`config.mk`:
```
export PLATFORM = sky130hd
export DESIGN_NAME = dcl_regs
export DESIGN_NICKNAME = d
export VERILOG_FILES = /design/src/include/dcl_pkg.sv /design/src/hw/dcl_offset_filter.sv /design/src/hw/dcl_regs.sv
export VERILOG_INCLUDE_DIRS = /design/src /design/src/include
export SDC_FILE = /design/constraint.sdc
export NUM_CORES = 1
export LEC_CHECK = 0
export ABC_CLOCK_PERIOD_IN_PS = 9000
export BUFFER_PORTS_ARGS = -buffer_cell sky130_fd_sc_hd__buf_2
export CAP_MARGIN = 20
export CORE_UTILIZATION = 58
export DETAILED_ROUTE_END_ITERATION = 6
export PLACE_DENSITY = 0.82
export SLEW_MARGIN = 10
export SYNTH_ARGS = -nofsm -noshare
export SYNTH_HDL_FRONTEND = slang
export SYNTH_SLANG_ARGS = --single-unit
```
`constraint.sdc`:
```
create_clock -name pclk -period 9 [get_ports pclk]
set_input_delay 1.8 -clock pclk [delete_from_list [all_inputs] [get_ports pclk]]
set_output_delay 1.8 -clock pclk [all_outputs]
set_load 0.02 [all_outputs]
```
`src/include/dcl_params.svh`:
```
/*
 * Offsets, field positions, reset values and timing figures of the
 * offset correction and link configuration register group.
 * Assumes it is included by bare name from design files and the testbench.
 */
`ifndef DCL_PARAMS_SVH
`define DCL_PARAMS_SVH

// ****************************************************************
// Register indices; the byte address is four times the index
// ****************************************************************
`define DCL_IDX_OFFSET_MODE 8'h3d
`define DCL_IDX_LANE_CFG 8'h47
`define DCL_IDX_LINK_CTRL 8'h60
`define DCL_ADDR_W 12

// ****************************************************************
// Reset values
// ****************************************************************
`define DCL_RST_OFFSET_MODE 8'h00
`define DCL_RST_LANE_CFG 8'h00
`define DCL_RST_LINK_CTRL 8'h7f
`define DCL_RST_SYNC_CNT 5'h1f // Frames-per-multiframe-less-one field of the link reset value

// ****************************************************************
// Field positions
// ****************************************************************
`define DCL_OC_ON_BIT 0
`define DCL_OC_TC_LSB 1
`define DCL_OC_TC_MSB 2
`define DCL_LD_DEEMPH_LSB 0
`define DCL_LD_DEEMPH_MSB 2
`define DCL_LD_SWING_LSB 4
`define DCL_LD_SWING_MSB 6
`define DCL_LC_ON_BIT 0
`define DCL_LC_FIXED_BIT 1
`define DCL_LC_K_LSB 2
`define DCL_LC_K_MSB 6
`define DCL_LC_SCR_BIT 7

// ****************************************************************
// Filter feedback shifts per time-constant code (about Fs*tc)
// 8.2 us, 65 us, 524 us, 4.2 ms at 500 MSPS -> 2^12, 2^15, 2^18, 2^21
// ****************************************************************
`define DCL_SHIFT_TC0 5'h0c
`define DCL_SHIFT_TC1 5'h0f
`define DCL_SHIFT_TC2 5'h12
`define DCL_SHIFT_TC3 5'h15

// ****************************************************************
// Idle pattern emitted while the link is off
// ****************************************************************
`define DCL_IDLE_PATTERN 8'h55

`endif

```
`src/include/dcl_pkg.sv`:
```
/*
 * Types shared by the register group and the offset filter.
 * Assumes nothing beyond a SystemVerilog compiler.
 */
package dcl_pkg;
    // Output lane word source
    typedef enum logic [1:0] {
        DCL_LANE_IDLE = 2'b01,
        DCL_LANE_DATA = 2'b10
    } dcl_lane_e;
    typedef logic [7:0] dcl_reg_t;
endpackage

```
`src/hw/dcl_offset_filter.sv`:
```
/*
 * First-order recursive DC offset estimator and subtractor.
 * Assumes samples arrive one per pclk as signed words.
 */
`timescale 1ns/1ps
`include "dcl_params.svh"
module dcl_offset_filter
    import dcl_pkg::*;
#(
    parameter int DW = 16
) (
    input wire logic pclk,
    input wire logic presetn,
    input wire logic enable,
    input wire logic [1:0] tc_sel,
    input wire logic signed [DW-1:0] din,
    output logic signed [DW-1:0] dout
);
    localparam int AW = DW + 24; // Accumulator holds mean scaled by 2^shift
    logic signed [AW-1:0] acc_q, acc_d; // Mean estimate, scaled
    logic signed [DW-1:0] dout_q, dout_d; // Registered output sample
    logic [4:0] shift; // Feedback shift from time constant

    // Shift decode per time-constant code
    always_comb begin
        case (tc_sel)
            2'h0: shift = `DCL_SHIFT_TC0;
            2'h1: shift = `DCL_SHIFT_TC1;
            2'h2: shift = `DCL_SHIFT_TC2;
            default: shift = `DCL_SHIFT_TC3;
        endcase
    end

    // Estimate update and subtraction
    always_comb begin
        logic signed [AW-1:0] mean;
        logic signed [DW+1:0] diff;
        mean = acc_q >>> shift;
        diff = (DW+2)'(din) - (DW+2)'(mean);
        acc_d = acc_q;
        dout_d = din;
        if (enable) begin
            acc_d = acc_q + AW'(diff);
            if (diff > (DW+2)'(2 ** (DW-1) - 1)) begin
                dout_d = DW'(2 ** (DW-1) - 1);
            end else if (diff < -(DW+2)'(2 ** (DW-1))) begin
                dout_d = DW'(-(2 ** (DW-1)));
            end else begin
                dout_d = DW'(diff);
            end
        end else begin
            acc_d = '0; // Bypass and forget estimate
        end
    end

    // State registers
    always_ff @(posedge pclk or negedge presetn) begin
        if (!presetn) begin
            acc_q <= '0;
            dout_q <= '0;
        end else begin
            acc_q <= acc_d;
            dout_q <= dout_d;
        end
    end

    assign dout = dout_q;
endmodule // dcl_offset_filter

```
`src/hw/dcl_regs.sv`:
```
/*
 * APB register group: offset correction mode, lane driver config and
 * link control. Drives the offset filter and the serial lane word source.
 * Assumes APB3 master on pclk; sample stream and lane words on pclk.
 */
`timescale 1ns/1ps
`include "dcl_params.svh"
// Overview of operation
// - Correct offset only when enable bit set
// - Time-constant field selects filter feedback shift
// - Swing field selects eight rising amplitudes
// - De-emphasis field selects eight rising levels
// - Bit 7 enables the data scrambler
// - Field 6:2 holds frames per multiframe less one
// - Link on: carry data while the sync count runs down
// - Link off: lanes emit 01010101 pattern
module dcl_regs
    import dcl_pkg::*;
#(
    parameter int DW = 16
) (
    input wire logic pclk,
    input wire logic presetn,
    input wire logic psel,
    input wire logic penable,
    input wire logic pwrite,
    input wire logic [`DCL_ADDR_W-1:0] paddr,
    input wire logic [31:0] pwdata,
    output logic [31:0] prdata,
    output logic pready,
    output logic pslverr,
    input wire logic signed [DW-1:0] sample_in,
    output logic signed [DW-1:0] sample_out,
    input wire logic [7:0] link_word_in,
    output logic [7:0] lane_word,
    output logic link_on,
    output logic scrambler_on,
    output logic [4:0] frames_per_multiframe_less_one,
    output logic [2:0] driver_swing_sel,
    output logic [2:0] driver_deemph_sel,
    output logic link_sync_active
);
    // ****************************************************************
    // Register storage
    // ****************************************************************
    dcl_reg_t offset_correction_mode_q, offset_correction_mode_d; // Offset mode
    dcl_reg_t lane_driver_config_q, lane_driver_config_d; // Lane driver
    dcl_reg_t link_control_one_q, link_control_one_d; // Link control
    logic [31:0] prdata_q, prdata_d; // Read data
    logic [4:0] sync_cnt_q, sync_cnt_d; // Frames left in synchronization
    logic [7:0] lane_q, lane_d; // Lane word register
    dcl_lane_e src; // Lane word source

    // Decode byte address to a register select
    function automatic logic [1:0] reg_sel(input logic [`DCL_ADDR_W-1:0] a);
        if (a == {2'h0, `DCL_IDX_OFFSET_MODE, 2'h0}) begin
            return 2'h1;
        end else if (a == {2'h0, `DCL_IDX_LANE_CFG, 2'h0}) begin
            return 2'h2;
        end else if (a == {2'h0, `DCL_IDX_LINK_CTRL, 2'h0}) begin
            return 2'h3;
        end
        return 2'h0;
    endfunction

    logic access; // APB access phase
    logic [1:0] sel; // Selected register
    assign access = psel && penable;
    assign sel = reg_sel(paddr);
    assign pready = 1'b1; // Zero wait states
    assign pslverr = access && (sel == 2'h0); // Unmapped address

    // ****************************************************************
    // Register writes and reads
    // ****************************************************************
    always_comb begin
        offset_correction_mode_d = offset_correction_mode_q;
        lane_driver_config_d = lane_driver_config_q;
        link_control_one_d = link_control_one_q;
        prdata_d = prdata_q;
        if (access && pwrite) begin
            case (sel)
                2'h1: offset_correction_mode_d = pwdata[7:0];
                2'h2: lane_driver_config_d = pwdata[7:0];
                2'h3: link_control_one_d = pwdata[7:0];
                default: ;
            endcase
        end
        if (psel && !penable && !pwrite) begin
            // Setup phase: fetch read data for access phase
            case (reg_sel(paddr))
                2'h1: prdata_d = {24'h0, offset_correction_mode_q};
                2'h2: prdata_d = {24'h0, lane_driver_config_q};
                2'h3: prdata_d = {24'h0, link_control_one_q};
                default: prdata_d = 32'h0;
            endcase
        end
    end

    always_ff @(posedge pclk or negedge presetn) begin
        if (!presetn) begin
            offset_correction_mode_q <= `DCL_RST_OFFSET_MODE;
            lane_driver_config_q <= `DCL_RST_LANE_CFG;
            link_control_one_q <= `DCL_RST_LINK_CTRL;
            prdata_q <= 32'h0;
        end else begin
            offset_correction_mode_q <= offset_correction_mode_d;
            lane_driver_config_q <= lane_driver_config_d;
            link_control_one_q <= link_control_one_d;
            prdata_q <= prdata_d;
        end
    end
    assign prdata = prdata_q;

    // ****************************************************************
    // Field outputs
    // ****************************************************************
    assign driver_swing_sel = lane_driver_config_q[`DCL_LD_SWING_MSB:`DCL_LD_SWING_LSB];
    assign driver_deemph_sel =
        lane_driver_config_q[`DCL_LD_DEEMPH_MSB:`DCL_LD_DEEMPH_LSB];
    assign link_on = link_control_one_q[`DCL_LC_ON_BIT];
    assign scrambler_on = link_control_one_q[`DCL_LC_SCR_BIT];
    assign frames_per_multiframe_less_one =
        link_control_one_q[`DCL_LC_K_MSB:`DCL_LC_K_LSB];

    // ****************************************************************
    // Offset correction filter
    // ****************************************************************
    dcl_offset_filter #(.DW(DW)) u_filter (
        .pclk(pclk),
        .presetn(presetn),
        .enable(offset_correction_mode_q[`DCL_OC_ON_BIT]),
        .tc_sel(offset_correction_mode_q[`DCL_OC_TC_MSB:`DCL_OC_TC_LSB]),
        .din(sample_in),
        .dout(sample_out)
    );

    // ****************************************************************
    // Lane word source: idle pattern when off, data when on; sync count runs alongside
    // ****************************************************************
    assign src = link_on ? DCL_LANE_DATA : DCL_LANE_IDLE;

    always_comb begin
        sync_cnt_d = sync_cnt_q;
        lane_d = `DCL_IDLE_PATTERN;
        case (src)
            DCL_LANE_IDLE: begin
                lane_d = `DCL_IDLE_PATTERN;
                sync_cnt_d = frames_per_multiframe_less_one; // Rearm sync
            end
            DCL_LANE_DATA: begin
                lane_d = link_word_in;
                if (sync_cnt_q != 5'h0) begin
                    sync_cnt_d = sync_cnt_q - 5'h1;
                end
            end
            default: lane_d = `DCL_IDLE_PATTERN;
        endcase
    end

    always_ff @(posedge pclk or negedge presetn) begin
        if (!presetn) begin
            sync_cnt_q <= `DCL_RST_SYNC_CNT;
            lane_q <= 8'h0;
        end else begin
            sync_cnt_q <= sync_cnt_d;
            lane_q <= lane_d;
        end
    end
    assign lane_word = lane_q;
    assign link_sync_active = link_on && (sync_cnt_q != 5'h0);
endmodule // dcl_regs

```
==> Word level (Yosys, flattened, before mapping) <==
Index checks and enable logic that the tools add are counted.
{ "op_classes": {"addsub": 3, "n_shift": 1, "reduce_logical": 16, "muxes": 20, "order_cmp": 2, "n_eq_ne": 14} }
{ "ops": {"columns": ["op", "n"], "rows": [
  ["two-way mux 16 bit", 3],
  ["adder 40 x 18 -> 40 bit", 1],
  ["two-way mux 40 bit", 1],
  [">>> shifter 40 x 5 -> 18 bit", 1],
  ["equality test 12 x 9 -> 1 bit (second input constant)", 2],
  ["case mux 8 bit (3 select lines)", 1],
  ["> comparator 18 x 16 -> 1 bit (second input constant)", 1],
  ["< comparator 18 x 16 -> 1 bit (second input constant)", 1],
  ["subtractor 16 x 18 -> 18 bit", 1],
  ["case mux 5 bit (3 select lines)", 1],
  ["two-way mux 2 bit", 7],
  ["equality test 12 x 8 -> 1 bit (second input constant)", 1],
  ["equality test 2 bit (second input constant)", 6],
  ["case mux 5 bit (2 select lines)", 1],
  ["equality test 2 x 1 -> 1 bit (second input constant)", 4],
  ["two-way mux 8 bit", 1],
  ["AND reduction 2 bit", 4],
  ["logical AND 1 bit", 6],
  ["two-way mux 5 bit", 1],
  ["nonzero test 5 bit", 1],
  ["subtractor 5 x 1 -> 5 bit (second input constant)", 1],
  ["zero test 2 bit", 2],
  ["two-way mux 1 bit", 4],
  ["zero test 1 bit", 2],
  ["2 further kinds", 2]
]} }
{ "totals": {"word_cells": 64, "out_inout_bits": 72, "ff_bits": 125} }

==> Longest topological paths before layout <==
{ "logic_depth": {"depth_word": 9, "ltp_mapped": 35, "depth_no_buf": 29} }

==> Hierarchy <==
From an unflattened synthesis, not the netlist that was laid out.
{ "hier_totals": {"cells_unflattened": 1053, "hier_area_um2": 9130.0} }
{ "by_module_without_submodules": {"columns": ["module", "area_each_um2", "cells_per_inst", "instances"], "rows": [
  ["dcl_offset_filter", 6840.3, 862, 1],
  ["dcl_regs", 2289.7, 191, 1]
]} }

==> Least setup slack after synthesis <==
Ideal clock, no wire load.
{ "synth_path": {"path_type": "register -> register", "startpoint": "reg offset_correction_mode_q[1]", "endpoint": "reg u_filter.acc_q[39]", "period_less_slack_ns": 7.821, "t_arrival_ns": 7.693, "setup_time_ns": 0.128, "slack_ns": 1.179, "required_ns": 8.872, "path_stages_with_launch": 34, "path_cell_list": "dfrtp_1 -> buf_4 -> inv_1 -> buf_1 -> ha_1 -> buf_2 -> buf_1 -> clkbuf_1 -> buf_2 -> o21ai_0 -> o21ai_0 -> nor2_1 -> a211oi_1 -> a31oi_1 -> ha_1 -> o211ai_1 -> a21oi_1 -> o2111ai_1 -> a21boi_1 -> o21bai_1 -> a31oi_1 -> xor2_2 -> buf_2 -> inv_1 -> ha_1 -> nand4_1 -> or2_1 -> or4_1 -> o32ai_1 -> a211oi_1 -> nor2_1 -> nand3_1 -> and3_1 -> mux2_1"} }
{ "synth_between": {"elab_chain_cells": 6, "word_cells_on_any_way": 8, "classes_between": "add/sub: 2; eq/ne: 2; shift: 1; mux: 2; reduce/logical: 1"} }
{ "synth_rtl": {"columns": ["item", "line", "source"], "rows": [
  ["start, declared", "dcl_regs.sv:46", "dcl_reg_t offset_correction_mode_q, offset_correction_mode_d;"],
  ["start signal, assigned", "dcl_regs.sv:102", "offset_correction_mode_q <= `DCL_RST_OFFSET_MODE;"],
  ["start signal, assigned", "dcl_regs.sv:107", "offset_correction_mode_q <= offset_correction_mode_d;"],
  ["equality test 2 bit (tied with other cells)", "dcl_offset_filter.sv:26", "case (tc_sel)"],
  ["case mux 5 bit (3 select lines) (*)", "dcl_offset_filter.sv:26", null],
  [">>> shifter 40 x 5 -> 18 bit (*)", "dcl_offset_filter.sv:38", "mean = acc_q >>> shift;"],
  ["subtractor 16 x 18 -> 18 bit (*)", "dcl_offset_filter.sv:39", "diff = (DW+2)'(din) - (DW+2)'(mean);"],
  ["adder 40 x 18 -> 40 bit (*)", "dcl_offset_filter.sv:43", "acc_d = acc_q + AW'(diff);"],
  ["two-way mux 40 bit (*)", "dcl_offset_filter.sv:42", "if (enable) begin"],
  ["named net u_filter.acc_d[39]", "dcl_offset_filter.sv:20", "logic signed [AW-1:0] acc_q, acc_d;"],
  ["end signal, assigned", "dcl_offset_filter.sv:59", "acc_q <= '0;"],
  ["end signal, assigned", "dcl_offset_filter.sv:62", "acc_q <= acc_d;"],
  ["end, declared", "dcl_offset_filter.sv:20", null]
]} }
Mark *: on every way through the listed nets, which the timed path passes. The rest lies on a longest branch.
A chain may end at the register's enable or synchronous reset.

==> Worst setup path after layout <==
Ends and elaborated chain as after synthesis.

==> summary.md <==
| Metric | Value |
|---|---|
| EDFF count, synth | `0` |
| Worst R2R Start | `offset_correction_mode_q[1]` |
| # fillers | `around 1200` |
| Worst Setup End Kind | `flip-flop` |
| Crit path kind | `reg -> reg` |
| Ranking of synthesized cells by area | `dfrtp_1, ha_1, mux2i_1` |
| Total wire length | `~22000 um` |
| Setup WS pre-CTS | `~0.78 ns` |
| I/O Pins | `between 100 and 150` |
| Post-synthesis sequential area ratio | `~29%` |
| Critical Path Fanout Max | `34` |
| Crit path launch type | `flip-flop` |
| Number of port buffers | `95` |
| Ys Warns | `0` |
| Hold buffer count at CTS | `0` |
| Routed length per instance | `roughly 17 um` |
| DR pass1 iterations | `7` |
| Synth Area in XOR/XNOR | `4.53%` |
| Min-delay src | `lane_driver_config_q[7]` |
| H-tree depth | `3` |
| Number of remaining DRC errors | `11` |
| Util after Layout | `roughly two thirds` |
| Mean number of vias per cell | `~6.3` |
| # rows | `44` |
| Crit path time final | `8.40 ns` |
| Status | `complete, but fails checks` |
| Arr. time, crit path | `roughly 8.7 ns` |
| WP data required | `slightly above 9 ns` |
| Fin worst setup slack | `about 0.60 ns` |
| Clock sinks | `slightly above 100` |
| Overflow after GRT | `0` |
| First-pass GRT wire length | `36700 um` |
| Clock Latency Late Sink | `between 0.3 and 0.4 ns` |
| TritonCTS clock tree | `done` |
| Height of the die | `about 130 um` |
| Final Wtd Congestion | `about 0.96` |
| Bufs on Longest Clock Path | `2` |
| TNS Setup | `0 ns` |
| DR iter-0 viols | `roughly 690` |
| Worst hold path type | `reg -> reg` |
| Cts repair resizes | `0` |
| Layout net count | `1229` |
| Share of post-route cells with drive strength above 1 | `17.3%` |
| R2R Path End | `u_filter.acc_q[39]` |
| Vias | `about 8000` |
| Die area | `0.0158 sq mm` |
| Root Buffer | `clkbuf_16` |
| Chip width | `between 100 and 150 um` |
| Cell variety after synth | `75` |
| CTS Buf Count | `9` |
| GRT Overall Usage | `roughly 29%` |
| Measured slew at the worst slew-check pin | `0.929 ns` |
| Area leader, netlist | `dfrtp_1` |
| Post-Synth Simple-Gate Area | `16.3%` |
| Area of the core | `about 0.015 sq mm` |
| Register bit total from synthesis | `about 100` |
| Post-detail-place hpwl | `about 16000 um` |
| Pins Over Slew Limit | `0` |
| Initial Util | `about three fifths` |
| Initial antenna violation count | `0` |
| Top-area cell type share of the netlist area | `between 20% and 30%` |
| Mux contribution to synthesized area | `between 10% and 20%` |
| Mapped Cells | `around 1000` |
| Slew HR | `38.0%` |
| Syn avg cell area | `approximately 8.5 sq um` |
| RSZ-0062 raised after global routing | `no` |
| Area delta synth->final | `8.32%` |
| Reg2reg setup slack | `~0.60 ns` |
| CTS clk-pin slew, worst paths | `~0.07 ns` |
| Post-route ant nets | `0` |
| Mapped Area | `0.00885 sq mm` |
| Max_cap viols | `0` |
| Placed instance count | `1262` |
| Postcts setup bufs | `0` |
| Final Hold Viols | `0` |
| FMAX | `~120 MHz` |
| Worst Reg-to-Reg Cells | `26` |
| Adder-Cell Fraction of Synth Area | `a little under a tenth` |
| Final Skew | `0.00926 ns` |
| Largest net degree at the start of global routing | `60` |
| ANT cells | `0` |
| Final setup viols | `0` |
| Min-Delay Path Depth | `1` |
| Final non-filler cell total | `1279` |
| Largest family of logic cells by synthesized area | `compound AO/OA/AOI/OAI gates` |
| Failing checks | `DRC` |
| Fin crit share | `93.3%` |
| Ys flop type | `dfrtp_1` |
| Vias in the first global route | `approximately 7400` |
| Compound-Gate Fraction of Synth Area | `21.6%` |
| Hold Path End | `lane_driver_config_q[7]` |
| Fraction of registers with async set/reset | `between 90% and 100%` |
flip-flops by register name (all words and copies together) (netlist names):
register and count:
u_filter.acc_q 40, u_filter.dout 16, lane_driver_config_q 8, lane_word 8, link_control_one_q 8, offset_correction_mode_q 8
prdata 8, sync_cnt_q 5
worst max-delay path by stage:
stage	slack (ns)	start	cells past startpoint	endpoint
finish	0.60	offset_correction_mode_q[1]	26	u_filter.acc_q[39]
global placement	0.98	offset_correction_mode_q[1]	26	u_filter.acc_q[39]
floorplan	1.18	offset_correction_mode_q[1]	33	u_filter.acc_q[39]
detailed placement	0.78	offset_correction_mode_q[1]	26	u_filter.acc_q[39]
global route	0.02	offset_correction_mode_q[1]	26	u_filter.acc_q[39]
CTS	0.72	offset_correction_mode_q[1]	26	u_filter.acc_q[39]
layout make-up:
type | instances | area, sq um | share of cell area [%]
clock buffer | 9 | 225 | 2.35
clock inverter | 7 | 97.6 | 1.02
inverter | 33 | 124 | 1.29
multi-input combinational | 839 | 5810 | 60.6
sequential | 101 | 2540 | 26.5
tap | 184 | 230 | 2.40
timing repair buffer | 106 | 558 | 5.82
stage by stage:
stage          instance area (sq um)  hold slack (ns)
5_1_grt                         9580            0.529
6_report                        9580            0.514
3_5_place_dp                    9260            0.500
4_1_cts                         9580            0.517
3_3_place_gp                    9260            0.490
2_1_floorplan                   8930            0.479
kinds of logic after synthesis:
kind of cell | after synthesis
muxes | 95
and+or+nand+nor | 313
buffers and inverters | 118
other | 2
AOI/OAI and AO/OA | 296
DFF | 101
xor gates and xnor gates | 44
adders and majority gates | 66
critical path, stage by stage, from the launching register on:
cell	delay (ns)
dfrtp_1	0.38
inv_1	0.36
ha_2	0.78
buf_4	0.33
mux4_2	0.37
mux2i_1	0.31
nand2_1	0.10
a31oi_1	0.29
ha_1	0.34
a21o_1	0.21
or3_1	0.35
o2111ai_1	0.36
a21boi_1	0.17
o21bai_1	0.18
a31oi_1	0.15
xor2_2	0.21
inv_1	0.63
ha_1	0.34
nand4_1	0.15
or2_1	0.28
or4_1	0.47
o32ai_1	0.43
a211oi_1	0.18
nor2_1	0.28
nand3_1	0.14
and3_1	0.17
mux2_1	0.27
cell usage after synthesis, drive strengths merged (7+ instances only):
| library cell | n |
|---|---|
| a211oi | 21 |
| a21o | 11 |
| a21oi | 90 |
| a222oi | 8 |
| a31oi | 13 |
| and3 | 7 |
| buf | 50 |
| clkbuf | 35 |
| dfrtp | 89 |
| dfstp | 12 |
| ha | 64 |
| inv | 32 |
| mux2 | 29 |
| mux2i | 56 |
| mux4 | 10 |
| nand2 | 88 |
| nand2b | 14 |
| nand3 | 20 |
| nand4 | 11 |
| nor2 | 114 |
| nor3 | 22 |
| o211ai | 12 |
| o21a | 19 |
| o21ai | 65 |
| o21bai | 12 |
| o31ai | 7 |
| xnor2 | 30 |
| xor2 | 14 |
layer usage:
layer | global-route usage (%) | vias to the layer above | wire length [um]
met3 | 4.41 | 36 | 1590
met4 | 8.97 | 0 | 453
met1 | 39.7 | 3826 | 9610
met2 | 46.4 | 332 | 10500
met5 | 0 | - | 0
li1 | - | 3828 | -
cell usage in the layout, fill, tap and decap left out, drive strengths merged, types with 7 or more instances in the layout:
cell    synthesis  final
clkbuf         35      9
xnor2          30     30
nor2          114    114
conb            2     25
o21ai          65     65
a211oi         21     21
inv            32     36
nor3           22     22
o21bai         12     12
o211ai         12     12
a222oi          8      8
a21o           11     11
and3            7      7
dfrtp          89     89
ha             64     64
nand2          88     88
a31oi          13     13
dfstp          12     12
o31ai           7      7
mux2           29     29
mux4           10     10
nand2b         14     14
nand3          20     20
xor2           14     14
buf            50    106
nand4          11     11
a21oi          90     90
o21a           19     19
mux2i          56     56
Power is left out: the tool's default activity adds up to more than one toggle a clock period on the data nets, which glitch-free logic cannot reach.
